### src/pkg/cmov_pkg.sv
// Constants for the conditional move decoder and its register file
`default_nettype none
package cmov_pkg;
	localparam int DATA_W = 32;
	localparam int REG_AW = 3;
	localparam logic [7:0] OPC_ESCAPE = 8'h0F;
	localparam logic [7:0] OPC_MOVE_IF_BELOW = 8'h42;
	localparam logic [7:0] OPC_MOVE_IF_ABOVE_OR_EQUAL = 8'h43;
	localparam logic [7:0] OPC_MOVE_IF_EQUAL = 8'h44;
	localparam logic [7:0] OPC_MOVE_IF_NOT_EQUAL = 8'h45;
	localparam logic [7:0] OPC_MOVE_IF_BELOW_OR_EQUAL = 8'h46;
	localparam logic [7:0] OPC_MOVE_IF_ABOVE = 8'h47;
	localparam logic [7:0] OPC_MOVE_IF_GREATER = 8'h4F;
	// Operand byte layout: mod[7:6] reg[5:3] r/m[2:0]
	localparam int MODRM_MOD_LSB = 6;
	localparam int MODRM_REG_LSB = 3;
	localparam int MODRM_RM_LSB = 0;
	localparam logic [1:0] MOD_REGISTER = 2'b11;
	// Status flag positions in the flags word
	localparam int FLAG_CF = 0;
	localparam int FLAG_ZF = 6;
	localparam int FLAG_SF = 7;
	localparam int FLAG_OF = 11;
	localparam logic [DATA_W-1:0] FLAGS_RESET = 32'h0000_0002;
	localparam logic [DATA_W-1:0] DATA_RESET = 32'h0000_0000;
	typedef enum logic {ST_IDLE, ST_EXEC} stage_t;
endpackage
`default_nettype wire

### src/rtl/gpr_file.sv
// General register file: one write port, two registered read ports
`default_nettype none
module gpr_file #(
	parameter int AW = 3,
	parameter int DW = 32
) (
	input wire logic mclk_i,
	input wire logic we_i,
	input wire logic [AW-1:0] wa_i,
	input wire logic [DW-1:0] wd_i,
	input wire logic [AW-1:0] ra_a_i,
	output logic [DW-1:0] rd_a_o,
	input wire logic [AW-1:0] ra_b_i,
	output logic [DW-1:0] rd_b_o
);
	logic [DW-1:0] mem [2**AW];

	// Read returns the old word when read and write hit the same entry
	always_ff @(posedge mclk_i) begin
		if (we_i) begin
			mem[wa_i] <= wd_i;
		end
		rd_a_o <= mem[ra_a_i];
		rd_b_o <= mem[ra_b_i];
	end
endmodule
`default_nettype wire

### src/rtl/conditional_move_decoder.sv
// Decode and execute of the conditional move group
// Function
// - Opcode 0F 47 with an operand byte is move_if_above and moves only when CF and ZF are clear.
// - Opcode 0F 46 is move_if_below_or_equal and moves only when CF or ZF is set.
// - Opcode 0F 43 is move_if_above_or_equal and moves only when CF is clear.
// - Opcode 0F 42 is move_if_below and moves only when CF is set.
// - Opcode 0F 44 is move_if_equal and moves only when ZF is set.
// - Opcode 0F 45 is move_if_not_equal and moves only when ZF is clear.
// - Opcode 0F 4F is move_if_greater and moves only when ZF is clear and SF equals OF.
`default_nettype none
module conditional_move_decoder
	import cmov_pkg::*;
(
	input wire logic mclk_i,
	input wire logic rst_i,
	input wire logic req_valid_i,
	input wire logic [7:0] op_esc_i,
	input wire logic [7:0] op_code_i,
	input wire logic [7:0] modrm_i,
	input wire logic [cmov_pkg::DATA_W-1:0] mem_data_i,
	input wire logic [cmov_pkg::DATA_W-1:0] flags_i,
	input wire logic [cmov_pkg::REG_AW-1:0] dbg_idx_i,
	output logic done_o,
	output logic taken_o,
	output logic illegal_o,
	output logic [cmov_pkg::REG_AW-1:0] dst_idx_o,
	output logic [cmov_pkg::DATA_W-1:0] flags_o,
	output logic wr_en_o,
	output logic [cmov_pkg::REG_AW-1:0] wr_idx_o,
	output logic [cmov_pkg::DATA_W-1:0] wr_data_o,
	output logic [cmov_pkg::DATA_W-1:0] dbg_data_o
);
	import cmov_pkg::*;

	////////////////////////////////////////////////////////////////////////////
	function automatic logic is_cmov(input logic [7:0] esc, input logic [7:0] op);
		logic hit;
		hit = 1'b0;
		if (esc == OPC_ESCAPE) begin
			unique case (op)
				OPC_MOVE_IF_ABOVE, OPC_MOVE_IF_BELOW_OR_EQUAL,
				OPC_MOVE_IF_ABOVE_OR_EQUAL, OPC_MOVE_IF_BELOW,
				OPC_MOVE_IF_EQUAL, OPC_MOVE_IF_NOT_EQUAL,
				OPC_MOVE_IF_GREATER: hit = 1'b1;
				default: hit = 1'b0;
			endcase
		end
		return hit;
	endfunction

	function automatic logic cond_met(input logic [7:0] op, input logic [DATA_W-1:0] f);
		logic c;
		c = 1'b0;
		unique case (op)
			OPC_MOVE_IF_ABOVE: c = !f[FLAG_CF] && !f[FLAG_ZF];
			OPC_MOVE_IF_BELOW_OR_EQUAL: c = f[FLAG_CF] || f[FLAG_ZF];
			OPC_MOVE_IF_ABOVE_OR_EQUAL: c = !f[FLAG_CF];
			OPC_MOVE_IF_BELOW: c = f[FLAG_CF];
			OPC_MOVE_IF_EQUAL: c = f[FLAG_ZF];
			OPC_MOVE_IF_NOT_EQUAL: c = !f[FLAG_ZF];
			OPC_MOVE_IF_GREATER: c = !f[FLAG_ZF] && (f[FLAG_SF] == f[FLAG_OF]);
			default: c = 1'b0;
		endcase
		return c;
	endfunction

	////////////////////////////////////////////////////////////////////////////
	// Execute stage: one cycle after issue, taken or not
	stage_t st_q, st_d;
	logic taken_q, taken_d, illegal_q, illegal_d, use_mem_q, use_mem_d;
	logic [REG_AW-1:0] dst_q, dst_d, src_q, src_d;
	logic [DATA_W-1:0] mem_q, mem_d, flags_q, flags_d;
	logic recognised;

	always_comb begin
		recognised = is_cmov(op_esc_i, op_code_i);
		st_d = req_valid_i ? ST_EXEC : ST_IDLE;
		taken_d = req_valid_i && recognised && cond_met(op_code_i, flags_i);
		illegal_d = req_valid_i && !recognised;
		dst_d = req_valid_i ? modrm_i[MODRM_REG_LSB+:REG_AW] : dst_q;
		src_d = req_valid_i ? modrm_i[MODRM_RM_LSB+:REG_AW] : src_q;
		use_mem_d = req_valid_i ? (modrm_i[MODRM_MOD_LSB+:2] != MOD_REGISTER) : use_mem_q;
		mem_d = req_valid_i ? mem_data_i : mem_q;
		// Flags are only carried along, never produced here
		flags_d = req_valid_i ? flags_i : flags_q;
	end

	always_ff @(posedge mclk_i or posedge rst_i) begin
		if (rst_i) begin
			st_q <= ST_IDLE;
			taken_q <= 1'b0;
			illegal_q <= 1'b0;
			use_mem_q <= 1'b0;
			dst_q <= '0;
			src_q <= '0;
			mem_q <= DATA_RESET;
			flags_q <= FLAGS_RESET;
		end else begin
			st_q <= st_d;
			taken_q <= taken_d;
			illegal_q <= illegal_d;
			use_mem_q <= use_mem_d;
			dst_q <= dst_d;
			src_q <= src_d;
			mem_q <= mem_d;
			flags_q <= flags_d;
		end
	end

	////////////////////////////////////////////////////////////////////////////
	// Register write-back, one edge after the execute cycle
	logic wr_en_q, wr_en_d;
	logic [REG_AW-1:0] wr_idx_q, wr_idx_d;
	logic [DATA_W-1:0] wr_data_q, wr_data_d, rf_rd, src_val;

	always_comb begin
		// The file reads the old word when the previous move writes the
		// same register on that edge, so the last write is forwarded
		if (!use_mem_q && wr_en_q && (wr_idx_q == src_q)) begin
			src_val = wr_data_q;
		end else if (use_mem_q) begin
			src_val = mem_q;
		end else begin
			src_val = rf_rd;
		end
		wr_en_d = (st_q == ST_EXEC) && taken_q;
		wr_idx_d = dst_q;
		wr_data_d = src_val;
	end

	always_ff @(posedge mclk_i or posedge rst_i) begin
		if (rst_i) begin
			wr_en_q <= 1'b0;
			wr_idx_q <= '0;
			wr_data_q <= DATA_RESET;
		end else begin
			wr_en_q <= wr_en_d;
			wr_idx_q <= wr_idx_d;
			wr_data_q <= wr_data_d;
		end
	end

	gpr_file #(
		.AW(REG_AW),
		.DW(DATA_W)
	) u_gpr (
		.mclk_i(mclk_i),
		.we_i(wr_en_d),
		.wa_i(wr_idx_d),
		.wd_i(wr_data_d),
		.ra_a_i(modrm_i[MODRM_RM_LSB+:REG_AW]),
		.rd_a_o(rf_rd),
		.ra_b_i(dbg_idx_i),
		.rd_b_o(dbg_data_o)
	);

	assign done_o = (st_q == ST_EXEC);
	assign taken_o = taken_q;
	assign illegal_o = illegal_q;
	assign dst_idx_o = dst_q;
	assign flags_o = flags_q;
	assign wr_en_o = wr_en_q;
	assign wr_idx_o = wr_idx_q;
	assign wr_data_o = wr_data_q;

	logic is_esc;
	assign is_esc = req_valid_i && (op_esc_i == OPC_ESCAPE);
endmodule
`default_nettype wire

### config.mk
export PLATFORM = sky130hd
export DESIGN_NAME = conditional_move_decoder
export DESIGN_NICKNAME = d
export VERILOG_FILES = /design/src/pkg/cmov_pkg.sv /design/src/rtl/gpr_file.sv /design/src/rtl/conditional_move_decoder.sv
export SDC_FILE = /design/constraint.sdc
export NUM_CORES = 1
export LEC_CHECK = 0
export ABC_CLOCK_PERIOD_IN_PS = 4400
export BUFFER_PORTS_ARGS = -buffer_cell sky130_fd_sc_hd__buf_4
export CAP_MARGIN = 20
export CORE_MARGIN = 2
export CORE_UTILIZATION = 40
export DETAILED_ROUTE_END_ITERATION = 6
export GPL_ROUTABILITY_DRIVEN = 0
export PLACE_DENSITY = 0.65
export SLEW_MARGIN = 15
export SYNTH_ARGS = -nofsm -noshare
export SYNTH_HDL_FRONTEND = slang
export SYNTH_SLANG_ARGS = --single-unit
### constraint.sdc
create_clock -name mclk_i -period 4.4 [get_ports mclk_i]
set_input_delay 0.44 -clock mclk_i [delete_from_list [all_inputs] [get_ports mclk_i]]
set_output_delay 0.44 -clock mclk_i [all_outputs]
set_load 0.01 [all_outputs]
==> impl.org <==
** Run status
- The run finished with clean final reports.

** GRT
- Vias in the first global route :: 9,519
- First-pass GRT wire length :: around 57,000 um
- Global routing finished with a remaining overflow of 0.
- Across every metal layer, demand over resource in global routing totals 0.171.
- Entering global routing, the biggest net connects between 90 and 100 pins.
- Initial antenna violation count :: 0

** Clocking
- In this run the number of H-tree levels came out at 2.
- Counting along the longest clock path gives a buffer depth of 3.
- Worst-skew pair later-pin latency :: ~560 ps
- Clock-pin slew reported for the worst setup and hold paths after clock tree synthesis :: about 60 ps
- Post-CTS setup-driven buffer insertion count :: 0
- TritonCTS clock tree :: done
- TritonCTS created 46 clock buffers.
- The number of hold buffers added after CTS was 0.
- The tree is rooted in a clkbuf_16.
- The number of gates resized after CTS was 0.
- Clk sinks :: 430

** Route
- Total number of vias :: just under 9,000
- Antenna violation net count after detailed routing :: 0
- Detailed-route wire length :: about 38,000 um
- In the routed design, unresolved DRC markers number 0.
- Drt initial violations :: between 600 and 700
- In the final routed layout, each cell accounts on average for around 22 um.
- Dividing the detail-routed via count by the number of cells gives 5.17.
- Number of optimization iterations in the first detailed-route pass :: 5

** Critical path
- Cells along the critical path :: buf_4 -> mux2i_1 -> o21ai_0
- Of all nets on the critical path, the largest fanout is 21.
- The critical path is of the reg2reg type.
- CP arrival :: roughly 2700 ps
- Crit path max-delay cell type :: o21ai_0
- Startpoint class of the critical path :: register
- At the worst endpoint, the required time is about 4600 ps.
- The worst setup path is captured at a register.
- In this design, the stage delay of the slowest critical-path cell is 770 ps.

** Finish
- After filler insertion, the fill cell instance count of the layout stands at about 3,500.
- In the final layout, the share of cells above drive strength 1 is 0.500.
- Final net count :: 1,186
- From synthesis to final layout, the design area changed by 21.4%.
- In the layout the commonest cells are edfxtp_1, buf_4, mux2_2, mux4_2, dfrtp_1.
- Commonest non-fill, non-tap cell in the layout :: edfxtp_1
- The count of cells in the finished layout, fillers not included, comes to roughly 1,700.

** Synth
- Synthesis produced approximately 880 cells.
- Yosys mapped the design onto 33 distinct sky130hd cell types.
- For this run, the register share of the synthesized area comes to 0.678.
- Netlist area before placement :: around 17,000 sq um
- Asr flop ratio synth :: 0.256
- Yosys printed 0 warnings.
- Syn Nets :: about 980
- Dividing the synthesized area by the synthesized cell count gives 19.6 sq um.
- Counting flops and latches in the post-synthesis netlist gives 430.
- Number of enable-type register cells in the synthesized netlist :: between 200 and 300
- Synth Flop Type :: edfxtp_1

** Floorplan
- After floorplanning, the core was divided into between 70 and 80 placement rows.
- Area of the placeable core :: 42,900 sq um
- Measured along the y axis, the die boundary spans around 210 um.
- Die extent in x :: ~210 um
- IO Pins :: 200
- For this configuration, the core starts out at a cell density of 0.403.
- The die covers 44,900 sq um.

** Timing
- Number of max-slew violations in the final report :: 0
- Sum of negative setup slack :: 0 ps
- The number of hold violations in the final report came to 0.
- At the pin with the least slew margin, the transition time is about 1100 ps.
- Setup violation total in the final timing report :: 0
- RSZ-0062 raised after global routing :: no
- Fmax :: approximately 410 MHz
- Worst clock skew on the final layout :: ~19 ps
- Final critical path time including I/O delays and setup :: 2430 ps
- Slew margin rel. :: 0.288
- Period Utilization, post-route :: 0.553

** Flow run
- Max-cap violations in this run came to 0.

** Placed design
- The number of placed instances, taps included, is about 1,600.
- Port buffering added between 150 and 200 buffers.
- The HPWL after detailed placement is 21,900 um.

** Power
- Power density over cell area :: approximately 450 nW/um^2
- In this run the static leakage power is approximately 7.7 nW.
- VDD sags by at most about 0.00026 V.

** Hold path
- The worst hold path belongs to the class in2async.
cell type report:
class | count | area, sq um | area share
well taps | 585 | 732 | 0.0349
repair buffers | 217 | 1660 | 0.0791
multi-input cells | 396 | 5300 | 0.252
flip-flops and latches | 430 | 11700 | 0.559
diodes | 1 | 2.50 | 0.000119
clock inverters | 26 | 290 | 0.0138
clock buffers | 59 | 1270 | 0.0606
inverters | 1 | 8.76 | 0.000417
report_power, final:
part	total (W)	internal, W	leakage, nW	switching [W]
combinational	0.000809	0.000414	2.80	0.000395
clock	0.00396	0.00240	0.759	0.00156
sequential	0.00460	0.00450	4.13	0.0000957
through the flow:
step | utilization | setup WS, ps | area (sq um) | hold slack [ps] | power (W)
after global routing | 0.489 | 1680 | 21000 | 82.9 | 0.00971
final | 0.489 | 1970 | 21000 | 55.2 | 0.00936
after floorplan | - | 1060 | 17300 | 461 | 0.00512
after global placement | 0.452 | 1730 | 19400 | 479 | 0.00548
after detailed placement | 0.453 | 1900 | 19400 | 494 | 0.00550
after CTS | 0.489 | 1900 | 21000 | 52.5 | 0.00948
cells by family after synthesis:
kind of cell / synth area share
AO/OA/AOI/OAI: 0.0122
AND/OR/NAND/NOR: 0.0163
XOR/XNOR: 0.00203
multiplexers: 0.273
buffers and inverters: 0.0188
flip-flops: 0.678
registers in the layout (all words and copies together) (netlist names), 3 cells and up:
register,flops
src_q,3
u_gpr.rd_a_o,32
u_gpr.mem,256
dst_idx_o,3
mem_q,32
wr_idx_o,3
flags_o,32
wr_data_o,32
u_gpr.rd_b_o,32
cell usage after synthesis (2+ instances only):
library cell,number,area share
mux4_2,128,0.17
dfxtp_1,64,0.074
mux2_2,134,0.087
buf_2,18,0.0052
nand2_1,36,0.0078
buf_1,10,0.0022
and2_1,2,0.00072
nor4b_1,2,0.0010
clkbuf_2,2,0.00058
nor3_1,2,0.00058
nor2_1,8,0.0017
buf_6,12,0.0078
clkbuf_1,11,0.0024
mux2i_1,32,0.019
nand2b_1,4,0.0014
edfxtp_1,256,0.44
xor2_1,4,0.0020
dfrtp_1,109,0.16
o21ai_0,33,0.0096
worst paths after layout:
check	start	endpoint	slack, ps	depth (start not counted)
setup / recovery	use_mem_q	u_gpr.mem[4][14]	1970	3
hold / removal	rst_i	flags_o[27]	60	2
setup reg to reg	use_mem_q	u_gpr.mem[4][14]	1970	3
hold reg to reg	mem_q[9]	mem_q[9]	510	1
max in group asynchronous	rst_i	mem_q[20]	3370	3
min in group mclk_i	modrm_i[7]	use_mem_q	90	2
critical path: cells and delay by family, from the launching register on:
kind            cells  cell delay (ps)
compound gates      1              770
buf+inv             1              530
flops               1              640
mux                 1              130
metal layers:
| layer | routed length [um] | share of wire | track usage | up-vias |
|---|---|---|---|---|
| li1 | - | - | - | 3953 |
| met1 | 16400 | 0.43 | 0.229 | 4661 |
| met2 | 19000 | 0.50 | 0.287 | 200 |
| met3 | 1730 | 0.046 | 0.0322 | 47 |
| met4 | 771 | 0.020 | 0.0500 | 0 |
| met5 | 0 | 0 | 0 | - |
Power figures use the tool's default switching activity.
